`config.mk`:
```
export PLATFORM = sky130hd
export DESIGN_NAME = spi_nvram_access_and_protect
export DESIGN_NICKNAME = d
export VERILOG_FILES = /design/src/spi_nvram_access_and_protect.v /design/src/wr_buf2.v
export VERILOG_INCLUDE_DIRS = /design/src
export SDC_FILE = /design/constraint.sdc
export NUM_CORES = 1
export LEC_CHECK = 0
export ABC_CLOCK_PERIOD_IN_PS = 2029
export BUFFER_PORTS_ARGS = -buffer_cell sky130_fd_sc_hd__buf_2
export CAP_MARGIN = 20
export CORE_UTILIZATION = 40
export DETAILED_ROUTE_END_ITERATION = 16
export PLACE_DENSITY = 0.6
export SYNTH_ARGS = -nofsm -noshare
export SYNTH_HDL_FRONTEND = slang
export SYNTH_SLANG_ARGS = --single-unit
```
`constraint.sdc`:
```
create_clock -name i_clk -period 2.03 [get_ports i_clk]
set_input_delay 0.1015 -clock i_clk [delete_from_list [all_inputs] [get_ports i_clk]]
set_output_delay 0.1015 -clock i_clk [all_outputs]
set_load 0.02 [all_outputs]
```
`src/nvram_spi_defines.vh`:
```
// Constants for the serial nonvolatile SRAM command logic
`ifndef NVRAM_SPI_DEFINES_VH
`define NVRAM_SPI_DEFINES_VH

// Instruction codes
`define OP_WRSR 8'h01
`define OP_WRITE 8'h02
`define OP_READ 8'h03
`define OP_WRDI 8'h04
`define OP_SET_WRITE_LATCH_CMD 8'h06
`define OP_FAST_READ 8'h0B
`define OP_SAVE 8'h3C
`define OP_RECALL 8'h60
`define OP_AUTO_ON 8'h59
`define OP_AUTO_OFF 8'h19

// Array geometry
`define ADDR_W 15
`define DATA_W 8
`define WBUF_W 23
`define ADDR_TOP 15'h7FFF
`define ADDR_ZERO 15'h0000
`define QUARTER_BASE 15'h6000
`define HALF_BASE 15'h4000

// Status register field positions for a status write
`define SR_PPE_BIT 7
`define SR_BP_HI_BIT 3
`define SR_BP_LO_BIT 2

// Reset values
`define RST_WRITE_LATCH 1'b0
`define RST_PPE 1'b0
`define RST_BP 1'b0
`define RST_AUTO_SAVE 1'b1

// Timing
`define CLK_PERIOD_NS 40
`define T_SS_NS 1000
// Settle time of 1000 ns in 40 ns clocks, rounded up; sized to fit the timer
`define T_SS_CYC 8'h19
`define TSS_CNT_W 8

`endif

```
`src/spi_nvram_access_and_protect.v`:
```
// SPI command logic for a 32K x 8 nonvolatile SRAM: protection, reads, writes, specials
`timescale 1ns/1ps
`default_nettype none
`include "nvram_spi_defines.vh"

module spi_nvram_access_and_protect (
    input wire i_clk,
    input wire i_reset,
    input wire i_cs_n,
    input wire i_sck,
    input wire i_si,
    input wire i_wp_n,
    output reg o_so,
    output reg o_so_oe_n,
    output reg o_rd_req,
    output reg [14:0] o_rd_addr,
    input wire i_rd_valid,
    input wire [7:0] i_rd_data,
    output wire o_wr_valid,
    input wire i_wr_ready,
    output wire [14:0] o_wr_addr,
    output wire [7:0] o_wr_data,
    input wire i_nv_busy,
    output reg o_save_req,
    output reg o_recall_req,
    output reg o_ready_busy,
    output reg o_hardware_save_busy_pin_n,
    output reg o_write_latch,
    output reg o_protect_pin_enable,
    output reg o_block_protect_hi,
    output reg o_block_protect_lo,
    output reg o_power_loss_save
);
    localparam [2:0] S_CMD = 3'h0;
    localparam [2:0] S_ADDR = 3'h1;
    localparam [2:0] S_DUMMY = 3'h2;
    localparam [2:0] S_RDATA = 3'h3;
    localparam [2:0] S_WDATA = 3'h4;
    localparam [2:0] S_STAT = 3'h5;
    localparam [2:0] S_IGN = 3'h6;

    localparam [2:0] A_NONE = 3'h0;
    localparam [2:0] A_SET_LATCH = 3'h1;
    localparam [2:0] A_WRDI = 3'h2;
    localparam [2:0] A_SAVE = 3'h3;
    localparam [2:0] A_RECALL = 3'h4;
    localparam [2:0] A_AUTO_ON = 3'h5;
    localparam [2:0] A_AUTO_OFF = 3'h6;
    localparam [2:0] A_CLR = 3'h7;

    localparam [`TSS_CNT_W-1:0] TSS_CYC = `T_SS_CYC;

    // Next address; 15 bits so the top address rolls to zero
    function [14:0] addr_inc;
        input [14:0] a;
        begin
            addr_inc = (a == `ADDR_TOP) ? `ADDR_ZERO : a + 15'h0001;
        end
    endfunction

    function is_protected;
        input [14:0] a;
        input hi;
        input lo;
        begin
            case ({hi, lo})
                2'b01: is_protected = (a >= `QUARTER_BASE);
                2'b10: is_protected = (a >= `HALF_BASE);
                2'b11: is_protected = 1'b1;
                default: is_protected = 1'b0;
            endcase
        end
    endfunction

    // Pin synchronisers: stage 1 feeds only stage 2
    reg cs_s1_q, cs_s2_q, cs_s3_q;
    reg sck_s1_q, sck_s2_q, sck_s3_q;
    reg si_s1_q, si_s2_q;
    reg wp_s1_q, wp_s2_q;

    always @(posedge i_clk) begin
        if (i_reset) begin
            cs_s1_q <= 1'b1;
            cs_s2_q <= 1'b1;
            cs_s3_q <= 1'b1;
            sck_s1_q <= 1'b0;
            sck_s2_q <= 1'b0;
            sck_s3_q <= 1'b0;
            si_s1_q <= 1'b0;
            si_s2_q <= 1'b0;
            wp_s1_q <= 1'b1;
            wp_s2_q <= 1'b1;
        end else begin
            cs_s1_q <= i_cs_n;
            cs_s2_q <= cs_s1_q;
            cs_s3_q <= cs_s2_q;
            sck_s1_q <= i_sck;
            sck_s2_q <= sck_s1_q;
            sck_s3_q <= sck_s2_q;
            si_s1_q <= i_si;
            si_s2_q <= si_s1_q;
            wp_s1_q <= i_wp_n;
            wp_s2_q <= wp_s1_q;
        end
    end

    wire sel = ~cs_s2_q;
    wire cs_rise = cs_s2_q & ~cs_s3_q;
    wire sck_rise = sel & sck_s2_q & ~sck_s3_q;
    wire sck_fall = sel & ~sck_s2_q & sck_s3_q;

    reg [2:0] state_q;
    reg [2:0] act_q;
    reg [7:0] op_q;
    reg [2:0] bit_q;
    reg [6:0] sh_in_q;
    reg addr_lo_q;
    reg [14:0] addr_q;
    reg stat_ok_q;
    reg [7:0] rd_q;
    reg [7:0] so_sh_q;
    reg [2:0] obit_q;
    reg pend_v_q;
    reg [22:0] pend_q;
    reg [`TSS_CNT_W-1:0] tss_q;

    wire [7:0] byte_in = {sh_in_q, si_s2_q};
    wire byte_done = sck_rise & (bit_q == 3'h7);
    // busy covers nonvolatile cycles and the auto-save settle time
    wire busy = i_nv_busy | (tss_q != {`TSS_CNT_W{1'b0}});
    wire buf_ready;
    wire [22:0] buf_out;

    wr_buf2 #(
        .WIDTH(`WBUF_W)
    ) u_wbuf (
        .i_clk(i_clk),
        .i_reset(i_reset),
        .i_in_valid(pend_v_q),
        .o_in_ready(buf_ready),
        .i_in_data(pend_q),
        .o_out_valid(o_wr_valid),
        .i_out_ready(i_wr_ready),
        .o_out_data(buf_out)
    );

    assign o_wr_addr = buf_out[22:8];
    assign o_wr_data = buf_out[7:0];

    always @(posedge i_clk) begin
        if (i_reset) begin
            state_q <= S_CMD;
            act_q <= A_NONE;
            op_q <= 8'h00;
            bit_q <= 3'h0;
            sh_in_q <= 7'h00;
            addr_lo_q <= 1'b0;
            addr_q <= `ADDR_ZERO;
            stat_ok_q <= 1'b0;
            rd_q <= 8'h00;
            so_sh_q <= 8'h00;
            obit_q <= 3'h0;
            pend_v_q <= 1'b0;
            pend_q <= 23'h000000;
            tss_q <= {`TSS_CNT_W{1'b0}};
            o_so <= 1'b0;
            o_so_oe_n <= 1'b1;
            o_rd_req <= 1'b0;
            o_rd_addr <= `ADDR_ZERO;
            o_save_req <= 1'b0;
            o_recall_req <= 1'b0;
            o_ready_busy <= 1'b0;
            o_hardware_save_busy_pin_n <= 1'b1;
            o_write_latch <= `RST_WRITE_LATCH;
            o_protect_pin_enable <= `RST_PPE;
            o_block_protect_hi <= `RST_BP;
            o_block_protect_lo <= `RST_BP;
            o_power_loss_save <= `RST_AUTO_SAVE;
        end else begin
            o_rd_req <= 1'b0;
            o_save_req <= 1'b0;
            o_recall_req <= 1'b0;
            o_ready_busy <= busy;
            o_hardware_save_busy_pin_n <= ~i_nv_busy;
            if (tss_q != {`TSS_CNT_W{1'b0}}) begin
                tss_q <= tss_q - {{(`TSS_CNT_W-1){1'b0}}, 1'b1};
            end
            if (i_rd_valid) begin
                rd_q <= i_rd_data;
            end
            // Held word waits here, so a stalled drain stops no byte from landing
            if (pend_v_q && buf_ready) begin
                pend_v_q <= 1'b0;
            end

            if (sck_rise) begin
                sh_in_q <= byte_in[6:0];
                bit_q <= bit_q + 3'h1;
            end

            if (byte_done) begin
                case (state_q)
                    S_CMD: begin
                        op_q <= byte_in;
                        addr_lo_q <= 1'b0;
                        state_q <= S_IGN;
                        case (byte_in)
                            `OP_READ, `OP_FAST_READ: begin
                                if (!busy) begin
                                    state_q <= S_ADDR;
                                end
                            end
                            `OP_WRITE: begin
                                if (!busy && o_write_latch) begin
                                    state_q <= S_ADDR;
                                    act_q <= A_CLR;
                                end
                            end
                            `OP_WRSR: begin
                                if (o_write_latch) begin
                                    state_q <= S_STAT;
                                    act_q <= A_CLR;
                                    stat_ok_q <= ~(o_protect_pin_enable & ~wp_s2_q);
                                end
                            end
                            `OP_SET_WRITE_LATCH_CMD: act_q <= A_SET_LATCH;
                            `OP_WRDI: act_q <= A_WRDI;
                            // specials only with the latch set
                            `OP_SAVE: act_q <= o_write_latch ? A_SAVE : A_NONE;
                            `OP_RECALL: act_q <= o_write_latch ? A_RECALL : A_NONE;
                            `OP_AUTO_ON: act_q <= o_write_latch ? A_AUTO_ON : A_NONE;
                            `OP_AUTO_OFF: act_q <= o_write_latch ? A_AUTO_OFF : A_NONE;
                            default: act_q <= A_NONE;
                        endcase
                    end
                    S_ADDR: begin
                        addr_lo_q <= 1'b1;
                        if (!addr_lo_q) begin
                            addr_q[14:8] <= byte_in[6:0];
                        end else begin
                            addr_q[7:0] <= byte_in;
                            if (op_q == `OP_WRITE) begin
                                state_q <= S_WDATA;
                            end else if (op_q == `OP_FAST_READ) begin
                                state_q <= S_DUMMY;
                            end else begin
                                state_q <= S_RDATA;
                                o_rd_req <= 1'b1;
                                o_rd_addr <= {addr_q[14:8], byte_in};
                            end
                        end
                    end
                    S_DUMMY: begin
                        state_q <= S_RDATA;
                        o_rd_req <= 1'b1;
                        o_rd_addr <= addr_q;
                    end
                    S_WDATA: begin
                        // protected bytes dropped, address still advances
                        if (!is_protected(addr_q, o_block_protect_hi, o_block_protect_lo)) begin
                            pend_v_q <= 1'b1;
                            pend_q <= {addr_q, byte_in};
                        end
                        addr_q <= addr_inc(addr_q);
                    end
                    S_STAT: begin
                        state_q <= S_IGN;
                        if (stat_ok_q) begin
                            o_protect_pin_enable <= byte_in[`SR_PPE_BIT];
                            o_block_protect_hi <= byte_in[`SR_BP_HI_BIT];
                            o_block_protect_lo <= byte_in[`SR_BP_LO_BIT];
                        end
                    end
                    default: state_q <= state_q;
                endcase
            end

            // output on falling edges, MSB first; SI is ignored here
            if (sck_fall && state_q == S_RDATA) begin
                obit_q <= obit_q + 3'h1;
                o_so_oe_n <= 1'b0;
                if (obit_q == 3'h0) begin
                    o_so <= rd_q[7];
                    so_sh_q <= {rd_q[6:0], 1'b0};
                    // prefetch the next address with wrap
                    addr_q <= addr_inc(addr_q);
                    o_rd_addr <= addr_inc(addr_q);
                    o_rd_req <= 1'b1;
                end else begin
                    o_so <= so_sh_q[7];
                    so_sh_q <= {so_sh_q[6:0], 1'b0};
                end
            end

            if (!sel) begin
                state_q <= S_CMD;
                bit_q <= 3'h0;
                obit_q <= 3'h0;
                o_so_oe_n <= 1'b1;
            end

            if (cs_rise) begin
                act_q <= A_NONE;
                case (act_q)
                    A_SET_LATCH: o_write_latch <= 1'b1;
                    A_WRDI: o_write_latch <= 1'b0;
                    A_SAVE: begin
                        o_save_req <= 1'b1;
                        o_write_latch <= 1'b0;
                    end
                    A_RECALL: begin
                        o_recall_req <= 1'b1;
                        o_write_latch <= 1'b0;
                    end
                    A_AUTO_ON: begin
                        o_power_loss_save <= 1'b1;
                        tss_q <= TSS_CYC;
                        o_write_latch <= 1'b0;
                    end
                    A_AUTO_OFF: begin
                        o_power_loss_save <= 1'b0;
                        tss_q <= TSS_CYC;
                        o_write_latch <= 1'b0;
                    end
                    // latch cleared when the sequence ends
                    A_CLR: o_write_latch <= 1'b0;
                    default: o_write_latch <= o_write_latch;
                endcase
            end
        end
    end
endmodule // spi_nvram_access_and_protect

`default_nettype wire

```
`src/wr_buf2.v`:
```
// Two-entry buffer with valid and ready on both sides
`timescale 1ns/1ps
`default_nettype none

module wr_buf2 #(
    parameter WIDTH = 23
) (
    input wire i_clk,
    input wire i_reset,
    input wire i_in_valid,
    output wire o_in_ready,
    input wire [WIDTH-1:0] i_in_data,
    output wire o_out_valid,
    input wire i_out_ready,
    output wire [WIDTH-1:0] o_out_data
);
    reg [WIDTH-1:0] e0_q;
    reg [WIDTH-1:0] e1_q;
    reg v0_q;
    reg v1_q;
    reg [WIDTH-1:0] e0_d;
    reg [WIDTH-1:0] e1_d;
    reg v0_d;
    reg v1_d;
    wire pop;
    wire push;

    assign pop = v0_q & i_out_ready;
    assign push = i_in_valid & ~v1_q;
    assign o_in_ready = ~v1_q;
    assign o_out_valid = v0_q;
    assign o_out_data = e0_q;

    always @* begin
        // Head always sits in entry 0, so a pop shifts entry 1 down
        v0_d = pop ? v1_q : v0_q;
        e0_d = pop ? e1_q : e0_q;
        v1_d = pop ? 1'b0 : v1_q;
        e1_d = e1_q;
        if (push) begin
            if (!v0_d) begin
                v0_d = 1'b1;
                e0_d = i_in_data;
            end else begin
                v1_d = 1'b1;
                e1_d = i_in_data;
            end
        end
    end

    always @(posedge i_clk) begin
        if (i_reset) begin
            v0_q <= 1'b0;
            v1_q <= 1'b0;
        end else begin
            v0_q <= v0_d;
            v1_q <= v1_d;
        end
        e0_q <= e0_d;
        e1_q <= e1_d;
    end
endmodule // wr_buf2

`default_nettype wire

```
==> flow_summary.ini <==
[drt]
vias = 6461
drcViolationCount = 0
dr.first_iter.drc_count = 472
antenna_left = 0
wire_per_inst_um = 15.50
firstDrtPassIters = 7
wirelength_um = 19040
viasPerCell = 5.261

[hold_path]
hold_class = input port to flop
hold_path_startpoint = i_wr_ready
holdPathStages = 4

[power_and_ir_drop]
power.internal_mw = 5.768
cellPowerDensity_nw_per_um2 = 813.8
p_sw_mw = 2.016
p_seq_share_pct = 48.8
p_leak_nw = 4.031
ir_worst_vdd_uv = 801.4
swShare_pct = 25.90
p_total_mw = 7.784
clkPwrFrac_pct = 40.6
p_comb_share_pct = 10.6

[clocking]
ctsHtreeMaxLevel = 4
clock_sinks = 176
clk_pin_slew_ns = 0.07
cts_root_buffer = clkbuf_16
cts_tree = built
clk_path_buf_depth = 2
insertion_delay_ns = 0.43
cts_made_buffers = 17

[grt]
globalRouteOverflowTotal = 0
grt_max_degree = 47
top_usage_layer = met2
grt_pass1_wl_um = 31280
use_met1_pct = 26.19
grt_use_met3_pct = 4.273
antenna_found_initial = 0
use_met2_pct = 31.14
grt.total_usage_pct = 19.78
grt_pass1_vias = 5972

[worst_setup_path]
regToRegStartpoint = bit_q[0]$_SDFFE_PP0P_
cp_cell_sequence = ha_1, ha_1, and4bb_2, buf_6, o211ai_1, buf_4, a221oi_1, a21oi_1
rr_worst_depth = 8
critical_path.most_common_cell = ha_1
path_buf_inv = 2
cp_top_family = compound AO/OA/AOI/OAI gates
crit_path_start_kind = flop
cp.depth = 8
crit_path_top_delay_cell = dfxtp_2
crit_fanout = 10
max_stage_delay_ns = 0.34
endpoint_kind = flop
crit_type = flop to flop
cp.arrival_ns = 2.27
required_ns = 2.34
critPathLaunch = bit_q[0]$_SDFFE_PP0P_

[logic_synthesis]
yosysSeqAreaShare_pct = 47.53
ys_types = 80
syn-instance-count = 842
syn_area_um2 = 7898
synth-seq-cells = 176
synth_ff_type = dfxtp_1
ys_warn_count = 0
avgSynthCellArea_um2 = 9.380
synthArstFlopShare_pct = 0
synth_edf_count = 23
syn_nets = 867

[sta]
slew_viol_final = 0
fin_crit_ns = 1.958
hold_viol = 0
finClkSkew_ns = 0.01117
worst_pin_slew_ns = 0.5560
fmax_ghz = 0.5108
layout_worst_path_cycle_share_pct = 96.44
relSlewSlack_pct = 62.85
holdWs_ns = 0.04747
final-setup-viol-count = 0
rsz0062_at_grt = yes

[floorplan]
die_y_um = 142.5
core_um2 = 19400
top_level_ports = 68
num_rows = 51
die_area_um2 = 20310
start_util_pct = 40.71
dieWidth_um = 142.5

[final_layout]
drive_gt1_share_pct = 20.87
antenna_cells = 0
syn2layout_area_growth_pct = 21.12
layoutNonFillerInstCount = 1228
nets = 975

[run_status]
status = finished clean

[flow_run]
cap_violations = 0

[placed_design]
port_buffers = 67
dpl.hpwl_um = 13330
placed_cells = 1178
place_congestion = 0.8889
[Yosys cell counts (all sizes together) (9+ instances only)]
cell	count	share of area, %
clkbuf	36	2.1
nor3	19	1.3
a221oi	9	1.0
a31oi	9	0.71
a21oi	66	4.2
a211oi	11	1.0
nand2	49	2.4
buf	27	1.9
a311oi	9	1.1
mux2i	72	9.1
nand2b	12	0.95
o21ai	13	0.87
nor2b	10	0.79
dfxtp	153	39
xnor2	12	1.3
inv	19	0.90
nor4	13	1.4
edfxtp	23	8.7
nand4	11	0.87
xor2	12	1.3
nor2	130	6.2
nand3	21	1.5
[cell families (layout without fill, tap and decap cells)]
kind of cell | count (synthesis) | after routing | synth area share (%)
simple gates | 310 | 310 | 20.09
flops | 176 | 176 | 47.53
fa+ha+maj | 9 | 9 | 1.394
compound gates | 168 | 168 | 14.21
buf+inv | 83 | 204 | 4.991
mux | 72 | 72 | 9.125
xor+xnor | 24 | 24 | 2.662
[worst reg2reg max path: cells and delay by family, from the launching register on]
family / cells / cell delay [ns]
buffers and inverters: 2 / 0.36
flip-flops: 1 / 0.34
AND/OR/NAND/NOR: 1 / 0.28
AO/OA/AOI/OAI: 3 / 0.55
adder cells (fa/ha/maj): 2 / 0.31
[repair_timing]
item                       4_1_cts  5_1_grt
setup endpoints to repair        1       34
buffers inserted                 1        3
gates resized for setup          0        7
pin swaps                        0        2
hold endpoints to repair        23        0
hold buffers                    14        0
[sequential cells by signal, indices dropped and copies added (netlist names), 3 cells and up]
register and flops:
bit_q 3, u_wbuf.e1_q 23, so_sh_q 7, obit_q 3, tss_q 8, rd_q 8, op_q 8, addr_q 15
state_q 3, o_rd_addr 15, u_wbuf.o_out_data 23, pend_q 23, act_q 3, sh_in_q 7
[through the flow]
step	setup slack (ns)	utilization [%]	setup TNS [ns]	cell area (um^2)
after floorplan	0.02605	-	0	7898
after global placement	0.08611	45.41	0	8808
after global routing	-0.03312	49.31	-0.1587	9565
final	0.07222	49.31	0	9565
after CTS	0.02666	49.06	0	9517
after detailed placement	0.01903	45.41	0	8808
[path summary, 6_finish.rpt]
kind                                                      end  slack (ns)
worst min register to register             cs_s2_q$_SDFF_PP1_        0.41
worst max-delay path                     addr_q[1]$_SDFF_PP0_        0.07
worst min-delay path            u_wbuf.o_out_valid$_SDFF_PP0_        0.05
worst max register to register           addr_q[1]$_SDFF_PP0_        0.07
[layout make-up]
cell class	instances	area, um^2
flip-flops and latches	176	3755
multi-input cells	583	3779
repair buffers	152	1065
inverters	20	75.07
clock inverters	13	127.6
fillers	1870	9833
well taps	265	331.6
clock buffers	19	432.9
[cell usage in the layout (no fill, tap or decap), drive strengths merged, types with 4 or more instances in the layout]
master | netlist | final
a221o | 5 | 5
buf | 27 | 138
a311oi | 9 | 9
dlygate4sd3 | 0 | 14
a21oi | 66 | 66
or3 | 6 | 6
dfxtp | 153 | 153
a22oi | 6 | 6
nand2 | 49 | 49
mux2i | 72 | 72
clkbuf | 36 | 19
xnor2 | 12 | 12
nor4 | 13 | 13
nand3 | 21 | 21
and3 | 4 | 4
clkinv | 1 | 7
ha | 8 | 8
o22a | 4 | 4
a21o | 4 | 4
nor2 | 130 | 130
nand4 | 11 | 11
nor2b | 10 | 10
a211oi | 11 | 11
xor2 | 12 | 12
inv | 19 | 24
a221oi | 9 | 9
edfxtp | 23 | 23
or2 | 6 | 6
or4 | 4 | 4
o211ai | 5 | 5
o21ai | 13 | 13
nand2b | 12 | 12
nor3 | 19 | 19
a31oi | 9 | 9
nor3b | 5 | 5
[power groups by stage]
stage	Combinational, mW	Sequential (mW)	Clock (mW)
6_report	0.828	3.80	3.16
3_5_place_dp	0.808	3.87	0
5_1_grt	0.923	3.82	3.38
4_1_cts	0.831	3.80	3.23
2_1_floorplan	0.534	3.93	0
3_3_place_gp	0.801	3.87	0
[routing by layer]
metal  up-vias  part of all wire, %  routed length (um)
met4         0                  2.6                 495
met5         -                    0                   0
met3        43                  4.6                 879
met1      3014                   48                9125
met2       186                   45                8537
li1       3218                    -                   -
Note: power is estimated with default switching activity, not from simulation.
